`src/rtl/asi_pkg.sv`:
```
// constants, field layouts and types of the front-panel indicator block
// assumes a single 20 MHz core clock and a plain register port
package asi_pkg;

	localparam int unsigned CLK_KHZ = 20_000;
	localparam int unsigned BLINK_HALF_MS = 250;
	localparam int unsigned BLINK_HALF_CYC = BLINK_HALF_MS * CLK_KHZ;
	localparam int unsigned BLINK_CNT_W = 23;

	localparam int unsigned ADDR_W = 8;
	localparam int unsigned DATA_W = 32;
	localparam int unsigned VOLT_W = 12;
	localparam int unsigned ALM_W = 5;
	localparam int unsigned IRQ_W = 5;

	localparam logic [7:0] REG_CTRL = 8'h00;
	localparam logic [7:0] REG_ALARM = 8'h04;
	localparam logic [7:0] REG_THR_XLO = 8'h08;
	localparam logic [7:0] REG_THR_LO = 8'h0c;
	localparam logic [7:0] REG_THR_HI = 8'h10;
	localparam logic [7:0] REG_THR_XHI = 8'h14;
	localparam logic [7:0] REG_STATUS = 8'h18;
	localparam logic [7:0] REG_IRQ = 8'h1c;
	localparam logic [7:0] REG_MASK = 8'h20;

	// control fields
	localparam int unsigned CTRL_BOOT = 0;
	localparam int unsigned CTRL_ACTIVE = 1;
	localparam int unsigned CTRL_DBWR = 2;
	localparam logic [2:0] CTRL_RST = 3'h1;

	// alarm vector fields; the supply alarm is the block's own
	localparam int unsigned ALM_SEVEREST_ALARM_LAMP = 0;
	localparam int unsigned ALM_MAJ = 1;
	localparam int unsigned ALM_MIN = 2;
	localparam int unsigned ALM_REM = 3;
	localparam int unsigned ALM_SUPPLY = 4;
	localparam int unsigned SW_SYNC = 4;

	// interrupt status fields
	localparam int unsigned IRQ_NEW_ALM = 0;
	localparam int unsigned IRQ_CUT_ON = 1;
	localparam int unsigned IRQ_CUT_OFF = 2;
	localparam int unsigned IRQ_SUPPLY = 3;
	localparam int unsigned IRQ_SYNC_LOST = 4;

	// status fields
	localparam int unsigned ST_SUPA = 0;
	localparam int unsigned ST_SUPB = 3;
	localparam int unsigned ST_CUT = 6;
	localparam int unsigned ST_AUDIBLE = 7;
	localparam int unsigned ST_THR_OK = 8;

	// three-colour lamp bit positions
	localparam int unsigned LAMP_GREEN = 0;
	localparam int unsigned LAMP_AMBER = 1;
	localparam int unsigned LAMP_RED = 2;

	localparam logic [11:0] THR_XLO_RST = 12'h0400;
	localparam logic [11:0] THR_LO_RST = 12'h0600;
	localparam logic [11:0] THR_HI_RST = 12'h0a00;
	localparam logic [11:0] THR_XHI_RST = 12'h0c00;

	typedef enum logic [1:0] {BAND_GREEN, BAND_AMBER, BAND_RED} asi_band_type;
	typedef enum logic {CUT_IDLE, CUT_ON} asi_cut_type;

endpackage

```
`src/rtl/asi_ctrl.sv`:
```
// front-panel status, alarm, cutoff and supply lamp controller
// assumes software alarm states arrive over the register port and that
// supply samples come from a converter on core_clk
module asi_ctrl #(
	parameter int unsigned BLINK_HALF_CYC = asi_pkg::BLINK_HALF_CYC
) (
	input wire logic core_clk,
	input wire logic reset,
	input wire logic [7:0] reg_addr,
	input wire logic [31:0] reg_wdata,
	input wire logic reg_write,
	input wire logic reg_read,
	output logic [31:0] reg_rdata,
	output logic irq,
	input wire logic card_hold_reset,
	input wire logic cutoff_button,
	input wire logic [11:0] supply_a_level,
	input wire logic [11:0] supply_b_level,
	output logic fail_lamp,
	output logic role_lamp_green,
	output logic role_lamp_amber,
	output logic severest_alarm_lamp,
	output logic serious_alarm_lamp,
	output logic minor_alarm_lamp,
	output logic far_terminal_alarm_lamp,
	output logic sync_lamp,
	output logic alarm_cutoff_lamp,
	output logic audible_alarm_drive,
	output logic [2:0] supply_a_lamp,
	output logic [2:0] supply_b_lamp
);

	////////////////////////////////////////////////////////////////////
	// registers

	logic [2:0] ctrl_r;
	logic [4:0] sw_alarm_r;
	logic [11:0] thr_xlo_r;
	logic [11:0] thr_lo_r;
	logic [11:0] thr_hi_r;
	logic [11:0] thr_xhi_r;
	logic [4:0] irq_stat_r;
	logic [4:0] irq_mask_r;
	logic [31:0] rdata_r;

	wire wr_ctrl = reg_write && (reg_addr == asi_pkg::REG_CTRL);
	wire wr_alarm = reg_write && (reg_addr == asi_pkg::REG_ALARM);
	wire wr_xlo = reg_write && (reg_addr == asi_pkg::REG_THR_XLO);
	wire wr_lo = reg_write && (reg_addr == asi_pkg::REG_THR_LO);
	wire wr_hi = reg_write && (reg_addr == asi_pkg::REG_THR_HI);
	wire wr_xhi = reg_write && (reg_addr == asi_pkg::REG_THR_XHI);
	wire wr_mask = reg_write && (reg_addr == asi_pkg::REG_MASK);
	wire rd_irq = reg_read && (reg_addr == asi_pkg::REG_IRQ);

	wire booting = ctrl_r[asi_pkg::CTRL_BOOT];
	wire is_active = ctrl_r[asi_pkg::CTRL_ACTIVE];
	wire db_write = ctrl_r[asi_pkg::CTRL_DBWR];

	always_ff @(posedge core_clk or posedge reset) begin
		if (reset) begin
			ctrl_r <= asi_pkg::CTRL_RST;
			sw_alarm_r <= 5'h00;
			thr_xlo_r <= asi_pkg::THR_XLO_RST;
			thr_lo_r <= asi_pkg::THR_LO_RST;
			thr_hi_r <= asi_pkg::THR_HI_RST;
			thr_xhi_r <= asi_pkg::THR_XHI_RST;
			irq_mask_r <= 5'h00;
		end else begin
			if (wr_ctrl) ctrl_r <= reg_wdata[2:0];
			if (wr_alarm) sw_alarm_r <= reg_wdata[4:0];
			if (wr_xlo) thr_xlo_r <= reg_wdata[11:0];
			if (wr_lo) thr_lo_r <= reg_wdata[11:0];
			if (wr_hi) thr_hi_r <= reg_wdata[11:0];
			if (wr_xhi) thr_xhi_r <= reg_wdata[11:0];
			if (wr_mask) irq_mask_r <= reg_wdata[4:0];
		end
	end

	////////////////////////////////////////////////////////////////////
	// pins and blink divider

	logic card_rst_s;
	logic button_s;
	logic button_prev_r;
	logic [22:0] blink_cnt_r;
	logic blink_r;

	asi_sync3 u_sync_rst (
		.core_clk(core_clk),
		.reset(reset),
		.din(card_hold_reset),
		.dout(card_rst_s)
	);

	asi_sync3 u_sync_btn (
		.core_clk(core_clk),
		.reset(reset),
		.din(cutoff_button),
		.dout(button_s)
	);

	wire blink_tick = (blink_cnt_r == 23'(BLINK_HALF_CYC - 1));
	wire press = button_s && !button_prev_r;

	always_ff @(posedge core_clk or posedge reset) begin
		if (reset) begin
			blink_cnt_r <= 23'h00_0000;
			blink_r <= 1'b0;
			button_prev_r <= 1'b0;
		end else begin
			blink_cnt_r <= blink_tick ? 23'h00_0000 : blink_cnt_r + 23'h00_0001;
			if (blink_tick) blink_r <= !blink_r;
			button_prev_r <= button_s;
		end
	end

	////////////////////////////////////////////////////////////////////
	// supply bands

	asi_pkg::asi_band_type band_a;
	asi_pkg::asi_band_type band_b;

	asi_band u_band_a (
		.level(supply_a_level),
		.thr_xlo(thr_xlo_r),
		.thr_lo(thr_lo_r),
		.thr_hi(thr_hi_r),
		.thr_xhi(thr_xhi_r),
		.band(band_a)
	);

	asi_band u_band_b (
		.level(supply_b_level),
		.thr_xlo(thr_xlo_r),
		.thr_lo(thr_lo_r),
		.thr_hi(thr_hi_r),
		.thr_xhi(thr_xhi_r),
		.band(band_b)
	);

	wire thr_ok = (thr_xlo_r < thr_lo_r) && (thr_lo_r < thr_hi_r) &&
		(thr_hi_r < thr_xhi_r);
	wire supply_bad = (band_a != asi_pkg::BAND_GREEN) ||
		(band_b != asi_pkg::BAND_GREEN);
	wire [2:0] lamp_a_nxt = 3'h1 << band_a;
	wire [2:0] lamp_b_nxt = 3'h1 << band_b;

	////////////////////////////////////////////////////////////////////
	// alarm cutoff

	asi_pkg::asi_cut_type cut_r;
	asi_pkg::asi_cut_type cut_nxt;
	logic [4:0] alarm_prev_r;
	logic [4:0] cut_orig_r;

	wire [4:0] alarm_vec = {supply_bad, sw_alarm_r[3:0]};
	wire any_alarm = |alarm_vec;
	wire new_alarm = |(alarm_vec & ~alarm_prev_r);
	wire orig_gone = ~|(cut_orig_r & alarm_vec);
	wire take_cut = press && any_alarm && !new_alarm;

	always_comb begin
		cut_nxt = cut_r;
		case (cut_r)
			asi_pkg::CUT_IDLE: begin
				if (take_cut) cut_nxt = asi_pkg::CUT_ON;
			end
			asi_pkg::CUT_ON: begin
				if (new_alarm) cut_nxt = asi_pkg::CUT_IDLE;
				else if (orig_gone) cut_nxt = asi_pkg::CUT_IDLE;
			end
			default: cut_nxt = asi_pkg::CUT_IDLE;
		endcase
	end

	wire cut_on_nxt = (cut_nxt == asi_pkg::CUT_ON);
	wire audible_nxt = any_alarm && !cut_on_nxt;

	always_ff @(posedge core_clk or posedge reset) begin
		if (reset) begin
			cut_r <= asi_pkg::CUT_IDLE;
			alarm_prev_r <= 5'h00;
			cut_orig_r <= 5'h00;
		end else begin
			cut_r <= cut_nxt;
			alarm_prev_r <= alarm_vec;
			if (cut_r == asi_pkg::CUT_IDLE && take_cut) cut_orig_r <= alarm_vec;
		end
	end

	////////////////////////////////////////////////////////////////////
	// lamps

	wire card_blink = booting || db_write;
	wire fail_nxt = card_rst_s ? 1'b1 : (card_blink && blink_r);
	wire role_on = db_write ? blink_r : 1'b1;

	always_ff @(posedge core_clk or posedge reset) begin
		if (reset) begin
			fail_lamp <= 1'b1;
			role_lamp_green <= 1'b0;
			role_lamp_amber <= 1'b0;
			severest_alarm_lamp <= 1'b0;
			serious_alarm_lamp <= 1'b0;
			minor_alarm_lamp <= 1'b0;
			far_terminal_alarm_lamp <= 1'b0;
			sync_lamp <= 1'b0;
			alarm_cutoff_lamp <= 1'b0;
			audible_alarm_drive <= 1'b0;
			supply_a_lamp <= 3'h0;
			supply_b_lamp <= 3'h0;
		end else begin
			fail_lamp <= fail_nxt;
			role_lamp_green <= is_active && role_on;
			role_lamp_amber <= !is_active && role_on;
			severest_alarm_lamp <= sw_alarm_r[asi_pkg::ALM_SEVEREST_ALARM_LAMP];
			serious_alarm_lamp <= sw_alarm_r[asi_pkg::ALM_MAJ];
			minor_alarm_lamp <= sw_alarm_r[asi_pkg::ALM_MIN];
			far_terminal_alarm_lamp <= sw_alarm_r[asi_pkg::ALM_REM];
			sync_lamp <= sw_alarm_r[asi_pkg::SW_SYNC];
			alarm_cutoff_lamp <= cut_on_nxt;
			audible_alarm_drive <= audible_nxt;
			supply_a_lamp <= lamp_a_nxt;
			supply_b_lamp <= lamp_b_nxt;
		end
	end

	////////////////////////////////////////////////////////////////////
	// interrupts and read-back

	logic sync_prev_r;
	logic [4:0] irq_set;

	always_comb begin
		irq_set = 5'h00;
		irq_set[asi_pkg::IRQ_NEW_ALM] = new_alarm;
		irq_set[asi_pkg::IRQ_CUT_ON] = (cut_r == asi_pkg::CUT_IDLE) && cut_on_nxt;
		irq_set[asi_pkg::IRQ_CUT_OFF] = (cut_r == asi_pkg::CUT_ON) && !cut_on_nxt;
		irq_set[asi_pkg::IRQ_SUPPLY] = supply_bad && !alarm_prev_r[asi_pkg::ALM_SUPPLY];
		irq_set[asi_pkg::IRQ_SYNC_LOST] = sync_prev_r && !sw_alarm_r[asi_pkg::SW_SYNC];
	end

	wire [31:0] status_word = {23'h00_0000, thr_ok, audible_alarm_drive,
		alarm_cutoff_lamp, supply_b_lamp, supply_a_lamp};

	wire [31:0] rd_mux =
		(reg_addr == asi_pkg::REG_CTRL) ? {29'h0000_0000, ctrl_r} :
		(reg_addr == asi_pkg::REG_ALARM) ? {27'h000_0000, sw_alarm_r} :
		(reg_addr == asi_pkg::REG_THR_XLO) ? {20'h0_0000, thr_xlo_r} :
		(reg_addr == asi_pkg::REG_THR_LO) ? {20'h0_0000, thr_lo_r} :
		(reg_addr == asi_pkg::REG_THR_HI) ? {20'h0_0000, thr_hi_r} :
		(reg_addr == asi_pkg::REG_THR_XHI) ? {20'h0_0000, thr_xhi_r} :
		(reg_addr == asi_pkg::REG_STATUS) ? status_word :
		(reg_addr == asi_pkg::REG_IRQ) ? {27'h000_0000, irq_stat_r} :
		(reg_addr == asi_pkg::REG_MASK) ? {27'h000_0000, irq_mask_r} :
		32'h0000_0000;

	always_ff @(posedge core_clk or posedge reset) begin
		if (reset) begin
			irq_stat_r <= 5'h00;
			sync_prev_r <= 1'b0;
			rdata_r <= 32'h0000_0000;
		end else begin
			// a set in the clearing read's cycle survives
			irq_stat_r <= (rd_irq ? 5'h00 : irq_stat_r) | irq_set;
			sync_prev_r <= sw_alarm_r[asi_pkg::SW_SYNC];
			rdata_r <= reg_read ? rd_mux : 32'h0000_0000;
		end
	end

	assign reg_rdata = rdata_r;
	assign irq = |(irq_stat_r & irq_mask_r);

	////////////////////////////////////////////////////////////////////
	// checks

	fail_in_reset_a: assert property (
		@(posedge core_clk) disable iff (reset)
		card_rst_s |=> fail_lamp)
		else $error("fail lamp dark while card held in reset");

	fail_dark_idle_a: assert property (
		@(posedge core_clk) disable iff (reset)
		!card_rst_s && !booting && !db_write |=> !fail_lamp)
		else $error("fail lamp lit with no reset, boot or write");

	role_colour_a: assert property (
		@(posedge core_clk) disable iff (reset)
		!$past(reset) && !db_write |=>
			(role_lamp_green == $past(is_active)) &&
			(role_lamp_amber == !$past(is_active)))
		else $error("role lamp colour does not follow role");

	role_blink_a: assert property (
		@(posedge core_clk) disable iff (reset)
		db_write && !blink_r |=> !role_lamp_green && !role_lamp_amber)
		else $error("role lamp steady during database write");

	severity_lamps_a: assert property (
		@(posedge core_clk) disable iff (reset)
		##1 severest_alarm_lamp == $past(sw_alarm_r[asi_pkg::ALM_SEVEREST_ALARM_LAMP]) &&
			minor_alarm_lamp == $past(sw_alarm_r[asi_pkg::ALM_MIN]))
		else $error("severity lamp does not follow alarm");

	far_lamp_a: assert property (
		@(posedge core_clk) disable iff (reset)
		sw_alarm_r[asi_pkg::ALM_REM] |=> far_terminal_alarm_lamp)
		else $error("far terminal lamp dark with remote alarm");

	sync_lamp_a: assert property (
		@(posedge core_clk) disable iff (reset)
		!sw_alarm_r[asi_pkg::SW_SYNC] |=> !sync_lamp)
		else $error("sync lamp lit while unlocked");

	cut_press_a: assert property (
		@(posedge core_clk) disable iff (reset)
		cut_r == asi_pkg::CUT_IDLE && take_cut |=>
			alarm_cutoff_lamp && !audible_alarm_drive)
		else $error("cutoff press not honoured");

	cut_cancel_a: assert property (
		@(posedge core_clk) disable iff (reset)
		cut_r == asi_pkg::CUT_ON && new_alarm |=>
			!alarm_cutoff_lamp && audible_alarm_drive)
		else $error("new alarm did not cancel cutoff");

	cut_clear_a: assert property (
		@(posedge core_clk) disable iff (reset)
		cut_r == asi_pkg::CUT_ON && orig_gone |=> !alarm_cutoff_lamp)
		else $error("cutoff held after originating alarm cleared");

	supply_green_a: assert property (
		@(posedge core_clk) disable iff (reset)
		!$past(reset) && supply_a_level >= thr_lo_r &&
			supply_a_level <= thr_hi_r |=> supply_a_lamp == 3'h1)
		else $error("supply A not green in normal band");

	supply_amber_a: assert property (
		@(posedge core_clk) disable iff (reset)
		!$past(reset) && supply_a_level > thr_hi_r &&
			supply_a_level <= thr_xhi_r |=> supply_a_lamp == 3'h2)
		else $error("supply A not amber in high warning band");

	supply_red_a: assert property (
		@(posedge core_clk) disable iff (reset)
		!$past(reset) && (supply_a_level < thr_xlo_r ||
			supply_a_level > thr_xhi_r) |=> supply_a_lamp == 3'h4)
		else $error("supply A not red outside extreme band");

	supply_b_red_a: assert property (
		@(posedge core_clk) disable iff (reset)
		!$past(reset) && supply_b_level < thr_xlo_r |=>
			supply_b_lamp == 3'h4)
		else $error("supply B not red below extreme low");

	supply_alarm_a: assert property (
		@(posedge core_clk) disable iff (reset)
		!$past(reset) && supply_b_level > thr_hi_r && thr_ok |=>
			audible_alarm_drive || alarm_cutoff_lamp)
		else $error("out of range supply raised no alarm");

	thr_order_a: assert property (
		@(posedge core_clk) disable iff (reset)
		thr_xlo_r >= thr_lo_r |-> !thr_ok)
		else $error("misordered thresholds reported as good");

endmodule

```
`src/rtl/asi_sync3.sv`:
```
// three-stage synchroniser for an asynchronous pin
// assumes the pin is a slow level; output moves once stages two and three agree
module asi_sync3 (
	input wire logic core_clk,
	input wire logic reset,
	input wire logic din,
	output logic dout
);

	logic s1_r;
	logic s2_r;
	logic s3_r;
	logic dout_r;
	wire agree = (s2_r == s3_r);

	always_ff @(posedge core_clk or posedge reset) begin
		if (reset) begin
			s1_r <= 1'b0;
			s2_r <= 1'b0;
			s3_r <= 1'b0;
			dout_r <= 1'b0;
		end else begin
			s1_r <= din;
			s2_r <= s1_r;
			s3_r <= s2_r;
			if (agree) begin
				dout_r <= s3_r;
			end
		end
	end

	assign dout = dout_r;

endmodule

```
`src/rtl/asi_band.sv`:
```
// classifies one supply sample into green, amber or red band
// assumes thresholds ordered extreme low < low < high < extreme high
module asi_band (
	input wire logic [11:0] level,
	input wire logic [11:0] thr_xlo,
	input wire logic [11:0] thr_lo,
	input wire logic [11:0] thr_hi,
	input wire logic [11:0] thr_xhi,
	output asi_pkg::asi_band_type band
);

	wire in_green = (level >= thr_lo) && (level <= thr_hi);
	wire in_amber = (level >= thr_xlo) && (level <= thr_xhi);

	assign band = in_green ? asi_pkg::BAND_GREEN :
		in_amber ? asi_pkg::BAND_AMBER : asi_pkg::BAND_RED;

endmodule

```
`config.mk`:
```
export PLATFORM = sky130hd
export DESIGN_NAME = asi_ctrl
export DESIGN_NICKNAME = d
export VERILOG_FILES = /design/src/rtl/asi_pkg.sv /design/src/rtl/asi_ctrl.sv /design/src/rtl/asi_sync3.sv /design/src/rtl/asi_band.sv
export SDC_FILE = /design/constraint.sdc
export NUM_CORES = 1
export LEC_CHECK = 0
export BUFFER_PORTS_ARGS = -buffer_cell sky130_fd_sc_hd__buf_4
export CORE_MARGIN = 2
export CORE_UTILIZATION = 55
export DETAILED_ROUTE_END_ITERATION = 8
export PLACE_DENSITY = 0.81
export SETUP_SLACK_MARGIN = 0.3
export SYNTH_ARGS = -nofsm -noshare
export SYNTH_HDL_FRONTEND = slang
export SYNTH_SLANG_ARGS = --single-unit
```
`constraint.sdc`:
```
create_clock -name core_clk -period 5.8 [get_ports core_clk]
set_clock_uncertainty 0.1 [all_clocks]
set_input_delay 0 -clock core_clk [delete_from_list [all_inputs] [get_ports core_clk]]
set_output_delay 0 -clock core_clk [all_outputs]
set_load 0.02 [all_outputs]
```
### Yosys cells after proc, flatten, opt, wreduce, memory -nomap -nowiden

Index checks and enable logic that the tools add are counted.

* register bits: 137
* bits in latches: 0
* bits in writable memories: 0
* bits in read-only memories: 0
* input bits: 70
* memories kept: 0

* add/subtract/negate cells: 1
* multiply operators: 0
* div/mod/pow operators: 0
* $lt $le $gt $ge: 11
* equal/unequal tests: 11
* shift operators: 2
* multiplexer cells: 22
* bitwise logic cells: 6
* reduce and logical (&&, ||, !) cells: 42

Operators with widths (number)
* 12-bit 2-to-1 mux: 7
* 12-bit >= comparator: 4
* 12-bit <= comparator: 4
* 12-bit < comparator: 3
* 8-bit by 5-bit equality test with 1-bit output (second input constant): 4
* 1-bit logical AND: 26
* 23-bit by 1-bit adder with 23-bit output (second input constant): 1
* 23-bit equality test (second input constant): 1
* 23-bit 2-to-1 mux: 1
* 5-bit OR reduction: 4
* 8-bit by 4-bit equality test with 1-bit output (second input constant): 2
* 5-bit bitwise AND: 3
* 5-bit 2-to-1 mux: 3
* 9-bit 2-to-1 mux: 1
* 8-bit by 3-bit equality test with 1-bit output (second input constant): 1
* 8-bit by 6-bit equality test with 1-bit output (second input constant): 1
* 8-bit zero test: 1
* 2-bit 2-to-1 mux: 4
* 1-bit zero test: 7
* 1-bit by 2-bit left shift with 3-bit output (first input constant): 2
* 1-bit 2-to-1 mux: 5
* 5-bit NOT: 1
* 5-bit bitwise OR: 1
* 2-bit nonzero test: 2
* other kinds (4): 6

### Longest topological paths before layout

Gate-level depths: netlist (run 1).

* depth after elaboration: 15
* gate-level depth with buffers: 10

### Hierarchy

Synthesis (run 1) repeated with hierarchy kept, for this count alone.

* cell total of the unflattened synthesis: 911
* area, all modules: 9207.6 um2

Modules (own cells, without submodules)
* asi_ctrl: instances 1, cells an instance 575, area each 6557.5 um2, sequential area each 3139.3 um2
* asi_band at u_band_b: instances 1, cells an instance 164, area each 1214.9 um2, sequential area each 0.0 um2
* asi_band at u_band_a: instances 1, cells an instance 160, area each 1204.9 um2, sequential area each 0.0 um2
* asi_sync3: instances 2, cells an instance 6, area each 115.1 um2, sequential area each 100.1 um2

### Worst setup path before layout (run 1)

Ideal clock, no wire load.

* path kind: register to register
* start point: register thr_lo_r[10]
* end point: register cut_orig_r[0]
* library setup time: 0.125 ns
* arrival: 2.559 ns
* setup slack: 3.016 ns
* stages on the path, launching flop included: 11
* path buffers: 0
* path through: dfstp_2 -> inv_1 -> ha_1 -> nand4_1 -> or4_1 -> o21bai_1 -> o32ai_2 -> inv_2 -> a21oi_4 -> a211oi_4 -> mux2_2

* longest elaborated chain between the ends: 10
* elaborated cells on any way between the ends: 16
* those cells by class: order compare: 2; mux: 2; bitwise: 1; reduce/logical: 11

Ends and longest elaborated chain
* from (decl): RTL line asi_ctrl.sv:39 `logic [11:0] thr_lo_r;`
* from (signal assigned): RTL line asi_ctrl.sv:64 `thr_lo_r <= asi_pkg::THR_LO_RST;`
* from (signal assigned): RTL line asi_ctrl.sv:72 `if (wr_lo) thr_lo_r <= reg_wdata[11:0];`
* 12-bit >= comparator: RTL line asi_band.sv:12 `wire in_green = (level >= thr_lo) && (level <= thr_hi);`
* 1-bit logical AND: RTL line asi_band.sv:12
* 2-bit 2-to-1 mux: RTL line asi_band.sv:15 `assign band = in_green ? asi_pkg::BAND_GREEN :`
* 2-bit nonzero test, on equally long branches: RTL line asi_ctrl.sv:143, asi_ctrl.sv:144
* 1-bit logical OR *: RTL line asi_ctrl.sv:143 `wire supply_bad = (band_a != asi_pkg::BAND_GREEN) ||`
* 5-bit bitwise AND: RTL line asi_ctrl.sv:158 `wire new_alarm = |(alarm_vec & ~alarm_prev_r);`
* 5-bit OR reduction: RTL line asi_ctrl.sv:158
* 1-bit zero test: RTL line asi_ctrl.sv:160 `wire take_cut = press && any_alarm && !new_alarm;`
* 1-bit logical AND *: RTL line asi_ctrl.sv:160
* 1-bit logical AND *: RTL line asi_ctrl.sv:187 `if (cut_r == asi_pkg::CUT_IDLE && take_cut) cut_orig_r <= alarm_vec;`
* to (signal assigned): RTL line asi_ctrl.sv:187
* to (decl): RTL line asi_ctrl.sv:154 `logic [4:0] cut_orig_r;`

Every way passes the cells marked *; elsewhere a longest branch is shown, timed or not.
A chain may end at the register's enable or synchronous reset.

### Final worst setup path (run 1)

* start point: register thr_lo_r[0]
* end point: register cut_orig_r[1]

Same word-level chain as after synthesis.

==> results by stage, run 1 <==
Outcome:
- The run finished with clean final reports.

Power:
- The analysis attributes to net switching a power of 0.000718 W.
- The clock network burns 42.2% of the power.
- The switching part of the total power is 28.1%.
- The worst-case IR drop observed on VDD is 266 uV.
- The standby leakage power is 4.83 nW.
- Power spread over the standard cell area amounts to 252 mW/mm^2.
- The proportion of power drawn by combinational gates is 17.5%.
- The sequential share of power is 40.3%.
- Cell internal power was estimated by the tool at 0.00184 W.

STA:
- Setup repair after global routing left no endpoint under its margin.
- The final period demand of the worst path is 3210 ps.
- The number of max-slew violations in the final report came to 0.
- The share of the clock period used by the worst path is 55.3%.
- The worst-margin pin slew is 841 ps.
- Adding up every negative setup slack in the final design gives 0 ps.
- Setup violations remaining at the end of the flow were counted as 0.
- Headroom to the max-slew limit came out at 43.7%.
- The number of hold violations in the final report is 0.
- Based on the critical path, the design can be clocked at up to 312 MHz.

GRT:
- The via count of the first global-routing pass is 6,989.
- The leftover overflow at the end of global routing is 0.
- The maximum number of pins on one net before global-route repair is 69.
- The global routing usage summed across all routing layers is 27.6%.
- The number of antenna violations at the first check in global routing is 0.
- The first-pass GRT wire length is 35.3 mm.

Die:
- Measured along the x axis, the die boundary spans 129 um.
- The placeable core region is 0.0152 mm^2.
- The starting density of the core is 56.5%.
- The floorplan die height is 129 um.
- The top-level I/O count is 119.
- The die covers 0.0166 mm^2.
- The floorplan has 45 rows.

Yosys:
- The flip-flop and latch count after synthesis is 133.
- The proportion of synthesized chip area in sequential cells is 38.9%.
- The Yosys step of the flow raised 0 warnings.
- After synthesis, the cell types taking the most area are dfrtp_1, ha_1, mux2_2, a21o_1, a21oi_1.
- The number of cells produced by synthesis is 805.
- The synthesized design contains 0 enable-type register cells.
- The biggest area contributor in the post-synthesis netlist is dfrtp_1.
- After synthesis, the netlist uses 65 different library cells.
- The share of the synthesized area in the top cell type is 36.2%.
- The most used flip-flop cell after synthesis is dfrtp_1.
- The post-synthesis cell area is 0.00858 mm^2.
- For this run, asynchronously set or reset flops after synthesis account for 100%.
- Each instance of the synthesized netlist takes up on average 10.7 um^2.

Route:
- The per-cell routed wire length is 19.3 um.
- The total vias in the final route is 6,800.
- The total length of routed wires is 21.6 mm.
- Using the TritonRoute via totals, the vias-per-cell ratio works out to 6.08.
- The pre-antenna-repair detailed-routing pass consisted of 7 iterations.
- The number of remaining DRC errors is 0.
- The number of DRC markers in iteration 0 is 563.
- The count of nets left with antenna violations once routing finished came out at 0.

Critical path:
- The critical path endpoint category is a flop.
- The critical path in this run is classified as flop to flop.
- For the worst setup path, the data arrival time is 3410 ps.
- The worst path required time is 6000 ps.
- STA classifies the critical path startpoint as a flop.
- The highest net fanout along the worst path is 7.
- The most critical setup path has its startpoint at thr_lo_r[0].
- The startpoint identified for the worst register-to-register timing path is thr_lo_r[0].

Clocking:
- For the worst-skew pair, the clock arrives at the later sink with an insertion delay of 420 ps.
- The clock tree from TritonCTS is built.
- The deepest level of the CTS H-tree is 4.
- Buffers inserted during clock tree synthesis total 17.
- After clock tree synthesis, the repair step resized 0 gates.
- The tree built by TritonCTS fans out to 133 sinks.
- The tree is rooted in a clkbuf_16.
- The clock edge transition at the registers on the reported setup and hold paths is 60 ps.
- The longest clock path from root to sink contains 2 buffers.

Placed design:
- The routability-driven placement congestion ratio is 0.973.
- Buffers placed on the I/O ports in this run total 78.
- The total placed instance area is 0.00934 mm^2.
- The HPWL after detailed placement is 16.2 mm.

Final layout:
- Relative to the synthesized area, the layout overhead comes to 18.4%.
- With fillers left out, the area of the finished cells amounts to 0.0102 mm^2.
- The number of inserted diodes is 0.
- The most common cell after layout, fill and taps aside is ha_1.
- At the end of the flow, the number of nets in the layout was 1,117.
- In the final layout, the share of cells above drive strength 1 is 23.0%.
- The top cell types in the final layout, fill and taps aside, are ha_1, dfrtp_1, buf_4.

Hold path:
- The path type of the worst min-delay path is primary input to flop.
- The startpoint identified for the worst hold timing path is reg_addr[1].

Job:
- The number of maximum-capacitance violations is 0.
-- per-stage QoR --
| stage | total power (W) | utilization, % | instances | worst slack, ps | hold WS, ps |
|---|---|---|---|---|---|
| after floorplan | 0.00132 | - | 824 | 2160 | -68.6 |
| after global placement | 0.00146 | 61.4 | 1064 | 2670 | 9.40 |
| after detailed placement | 0.00148 | 61.4 | 1064 | 2680 | 10.8 |
| after CTS | 0.00257 | 66.8 | 1118 | 2630 | 48.4 |
| after global routing | 0.00267 | 66.8 | 1118 | 2470 | 78.1 |
| final | 0.00256 | 66.8 | 1118 | 2590 | 90.1 |
-- registers in the layout (all words and copies together), names as in the netlist, 3 cells and up --
name	cells
ctrl_r	3
alarm_prev_r	5
irq_stat_r	5
reg_rdata	12
thr_xhi_r	12
sw_alarm_r	5
thr_xlo_r	12
thr_lo_r	12
irq_mask_r	5
supply_a_lamp	3
supply_b_lamp	3
blink_cnt_r	23
thr_hi_r	12
cut_orig_r	5
-- cell families (layout without fill, tap and decap cells) --
logic type	count (synthesis)	count (layout)	synth area share (%)
other cells	1	20	0.0437
compound gates	176	176	14.4
simple gates	178	178	10.9
xor+xnor	22	22	2.25
mux	72	72	9.42
buf+inv	91	197	4.87
flops	133	133	38.9
fa+ha+maj	132	132	19.2
-- layer usage --
layer	global-route usage (%)	up-vias	part of all wire, %
met1	36.8	3333	43
met5	0	-	0
li1	-	3152	-
met3	4.57	58	6.8
met4	12.5	0	3.2
met2	44.3	257	47
-- cells in the mapped netlist (3+ instances only) --
library cell	instances
nor3_1	14
dfrtp_1	124
a2111oi_0	6
ha_1	130
clkbuf_1	9
o21a_1	3
a221oi_1	4
and2_1	4
inv_1	58
nand3_1	19
nor2b_1	8
a31oi_1	4
mux2_2	70
nand4_1	26
xnor2_1	9
a211oi_1	9
a21o_1	36
a21oi_1	48
buf_4	20
and3_1	6
xor2_1	13
nand4b_1	3
nand2b_1	10
o22ai_1	3
o21ai_0	18
a22oi_1	15
nor2_1	33
o211ai_1	3
a222oi_1	5
nand2_1	37
dfstp_2	9
-- power groups by stage --
stage               registers [W]  logic, W  clock network [W]
floorplan                 0.00104  0.000277                  0
global placement          0.00104  0.000416                  0
detailed placement        0.00105  0.000430                  0
CTS                       0.00103  0.000446            0.00109
global route              0.00104  0.000502            0.00113
finish                    0.00103  0.000448            0.00108
-- timing repair --
item / CTS / global route
hold buffers: 22 / 0
buffers inserted: 0 / 0
endpoints found under the hold margin: 133 / 0
-- worst max-delay path, cell delays in order (launching register included) --
cell and delay (ps):
dfrtp_1 470, ha_1 310, nand2b_1 160, a2111oi_2 350
o21bai_1 130, o32ai_2 570, nor2_1 210, a211oi_4 400
mux2_2 380
-- cell type report --
type / instances / area [um^2]
inverter: 60 / 230
multi-input combinational: 600 / 4910
fill: 1154 / 5040
timing repair buffer: 105 / 843
clock inverter: 13 / 149
clock buffer: 19 / 453
sequential: 133 / 3340
tap: 188 / 235
-- worst paths after layout --
path,to,depth (start not counted),slack [ps]
max in group asynchronous,blink_cnt_r[18],4,4250
min in group asynchronous,irq_stat_r[4],3,110
max reg2reg,cut_orig_r[1],8,2590
min reg2reg,u_sync_rst.s2_r,0,250
min,reg_rdata[4],5,90
max,cut_orig_r[1],8,2590
Note: power is estimated with default switching activity, not from simulation.
==> run 2: changes to the inputs <==
==> constraint.sdc (replaced) <==
create_clock -name core_clk -period 3.2 [get_ports core_clk]
set_clock_uncertainty 0.1 [all_clocks]
set_input_delay 0 -clock core_clk [delete_from_list [all_inputs] [get_ports core_clk]]
set_output_delay 0 -clock core_clk [all_outputs]
set_load 0.02 [all_outputs]
==> run 2 against run 1 <==
Net effect:
- total power up 79%
- sequential power increased by 82%
- combinational power increased by 100%
- core utilization is 2.2 points higher
- non-clock buffer count up 24
- critical endpoint is now cut_orig_r[0]
- sequential share of layout area down 1.0 points
- first-iteration DRC count is 0.18% lower
==> results by stage, run 2 (synthesized netlist as in run 1, its figures left out) <==
Route:
- The total vias in the final route is 6,985 (+2.7%).
- The number of DRC markers in iteration 0 is 562 (-0.18%).
- The per-cell routed wire length is 19.7 um (+1.7%).
- The total length of routed wires is 22.5 mm (+3.9%).
- The per-cell via count in the routed design is 6.12 (+0.56%).
- The number of nets with antenna violations after routing came to 0 (unchanged).
- The number of iterations in the first detailed-routing pass is 5 (-2).
- The number of remaining DRC errors is 0 (unchanged).

Critical path:
- The worst-case register-to-register setup slack was 200 ps (-2390 ps).
- The critical path goes through inv_1 > ha_1 > a21oi_1 > o21ai_0 > nor3_2 > o32ai_4 > inv_2 > a21oi_4 > a211oi_4 > buf_12 > mux2_4.
- The critical path startpoint category is a flop.
- The stage delay of the slowest cell on the critical path is 560 ps (about the same).
- The number of gates on the worst path with buffers counted came to 11 (+3).
- The depth of the most critical reg-to-reg path came to 11 (+3).
- The end of the critical path is cut_orig_r[0].
- The worst path required time was 3390 ps (-2610 ps).
- The endpoint of the most critical register-to-register path is cut_orig_r[0].
- The arrival time of data at the critical path endpoint is 3200 ps (-210 ps).
- The reg-to-reg critical path startpoint is thr_hi_r[11].
- The number of buffer and inverter instances along the worst setup path is 3 (+3).
- The highest net fanout along the worst path is 7 (unchanged).
- Grouping stages by cell kind, the critical path spends the most delay in compound AO/OA/AOI/OAI gates.
- The cell with the largest stage delay on the worst path is dfstp_2.
- The critical path endpoint category is a flop.
- The kind of critical path is flop to flop.
- The worst setup path startpoint is thr_hi_r[11].

GRT:
- The global routing usage summed across all routing layers was 27.8% (+0.23 points).
- The maximum number of pins on one net before global-route repair came to 73 (+5.8%).
- The leftover overflow at the end of global routing is 0 (unchanged).
- The first-pass GRT wire length is 35.6 mm (+0.80%).
- The number of antenna violations at the first check in global routing is 0 (unchanged).
- The via count of the first global-routing pass is 7,004 (+0.21%).

Placed design:
- The routability-driven placement congestion ratio is 0.961 (-1.2%).
- The number of buffer cells added on primary ports is 78 (unchanged).
- The total placed instance area is 0.00939 mm^2 (+0.63%).
- The placed wire-length estimate is 16.7 mm (+2.9%).
- The worst setup slack after placement is 49.5 ps (-2630 ps).

STA:
- The fmax was 333 MHz (+6.8%).
- Setup repair after global routing could not meet its margin everywhere.
- The final period demand of the worst path is 3000 ps (-205 ps).
- The final-layout worst hold slack is 64.8 ps (-25.3 ps).
- The number of hold violations in the final report is 0 (unchanged).
- The worst-margin pin slew was 855 ps (+14.7 ps).
- The sum of negative setup slack is 0 ps (unchanged).
- The share of the clock period used by the worst path is 93.8% (+39 points).
- The worst slew margin relative to its limit is 42.6% (-1.2 points).
- The final-report setup violation count was 0 (unchanged).
- The number of max-slew violations in the final report came to 0 (unchanged).
- The final critical-path setup slack is 198 ps (-2390 ps).

Clocking:
- The latest clock arrival within the worst-skew pair is 420 ps (about the same).
- The clock tree root driver cell is clkbuf_16.
- The total CTS buffers is 17 (unchanged).
- The clock edge transition at the registers on the reported setup and hold paths is 60 ps (about the same).
- TritonCTS built the clock tree.
- The number of buffers on the longest clock path was 2 (unchanged).
- The number of clock sinks seen by CTS is 133 (unchanged).
- The deepest level of the CTS H-tree is 4 (unchanged).

Final layout:
- The flip-flop count of the largest register, all copies and words added is 23 (unchanged).
- The register with the most flip-flops is blink_cnt_r.
- The most common cell after layout, fill and taps aside is ha_1.
- The cell area after layout was 0.0105 mm^2 (+3.2%).
- The number of inserted diodes is 0 (unchanged).
- Leaving out fill and tap cells, the most frequent cells in the layout are ha_1, dfrtp_1, buf_4.
- The layout overhead on the synthesized area is 22.2%.
- The number of nets at the end of the flow is 1,141 (+2.1%).
- The share of post-route cells with drive strength above 1 is 26.5% (+3.5 points).

Power:
- The power density over the cells is 438 mW/mm^2 (+74%).
- The peak ir drop on the vdd network was 425 uV (+60%).
- The standby leakage power was 4.97 nW (+2.9%).

Die:
- The placeable core region came to 0.0152 mm^2 (unchanged).
- The area enclosed by the die boundary is 0.0166 mm^2 (unchanged).
- The top-level I/O count is 119 (unchanged).
- The floorplan die height is 129 um (unchanged).
- The width of the chip is 129 um (unchanged).
- The row count is 45 (unchanged).
- The starting density of the core is 56.5% (unchanged).

Job:
- The number of maximum-capacitance violations is 0 (unchanged).

Hold path:
- The path type of the worst min-delay path is primary input to flop.

Outcome:
- The run finished with clean final reports.
run 2: worst min-delay path by stage:
stage | startpoint | end | slack (ps) | depth (start not counted)
after global routing | reg_addr[4] | reg_rdata[6] | 90 | 5
final | reg_addr[7] | reg_rdata[4] | 60 | 5
after global placement | cutoff_button | u_sync_btn.s1_r | 10 | 1
after CTS | reg_addr[4] | reg_rdata[7] | 50 | 5
after detailed placement | card_hold_reset | u_sync_rst.s1_r | 10 | 1
after floorplan | cutoff_button | u_sync_btn.s1_r | -70 | 0
run 2: routing by layer:
layer | share of wire [%] | GRT usage, % | vias up
met5 | 0 | 0 | -
met2 | 47 | 44.1 | 302
met1 | 43 | 38.2 | 3407
li1 | - | - | 3221
met3 | 6.7 | 4.32 | 55
met4 | 2.9 | 11.9 | 0
run 2: area by class of cell:
class | instances | area (um^2)
Fill cell | 1106 | 4720
Inverter | 60 | 231
Multi-Input combinational cell | 600 | 5080
Clock inverter | 14 | 129
Sequential cell | 133 | 3340
Timing Repair Buffer | 129 | 1040
Clock buffer | 18 | 429
Tap cell | 188 | 235
run 2: worst reg2reg max path: cells and delay by family, from the launching register on:
family / cells / cell delay (ps)
fa+ha+maj: 1 / 330
buf+inv: 3 / 400
compound gates: 5 / 880
simple gates: 1 / 310
flops: 1 / 560
mux: 1 / 300
run 2: repair_timing:
| action | 4_1_cts | 5_1_grt |
|---|---|---|
| endpoints found under the setup margin | 6 | 8 |
| setup buffers | 8 | 11 |
| endpoints found under the hold margin | 100 | 0 |
| resized for setup | 11 | 17 |
| hold buffers | 20 | 0 |
| pin swaps | 10 | 9 |
run 2: report_power, final:
part           leakage, nW  internal [W]  switching [W]
combinational         2.97      0.000412       0.000485
clock                0.267       0.00107       0.000748
sequential            1.73       0.00177      0.0000944
total                 4.97       0.00326        0.00133
run 2: stage by stage:
| step | utilization (%) | std cells | total power (W) |
|---|---|---|---|
| after global routing | 69.0 | 1142 | 0.00479 |
| after detailed placement | 61.8 | 1071 | 0.00269 |
| after floorplan | - | 824 | 0.00239 |
| after global placement | 61.8 | 1071 | 0.00266 |
| after CTS | 67.6 | 1131 | 0.00456 |
| final | 69.0 | 1142 | 0.00459 |
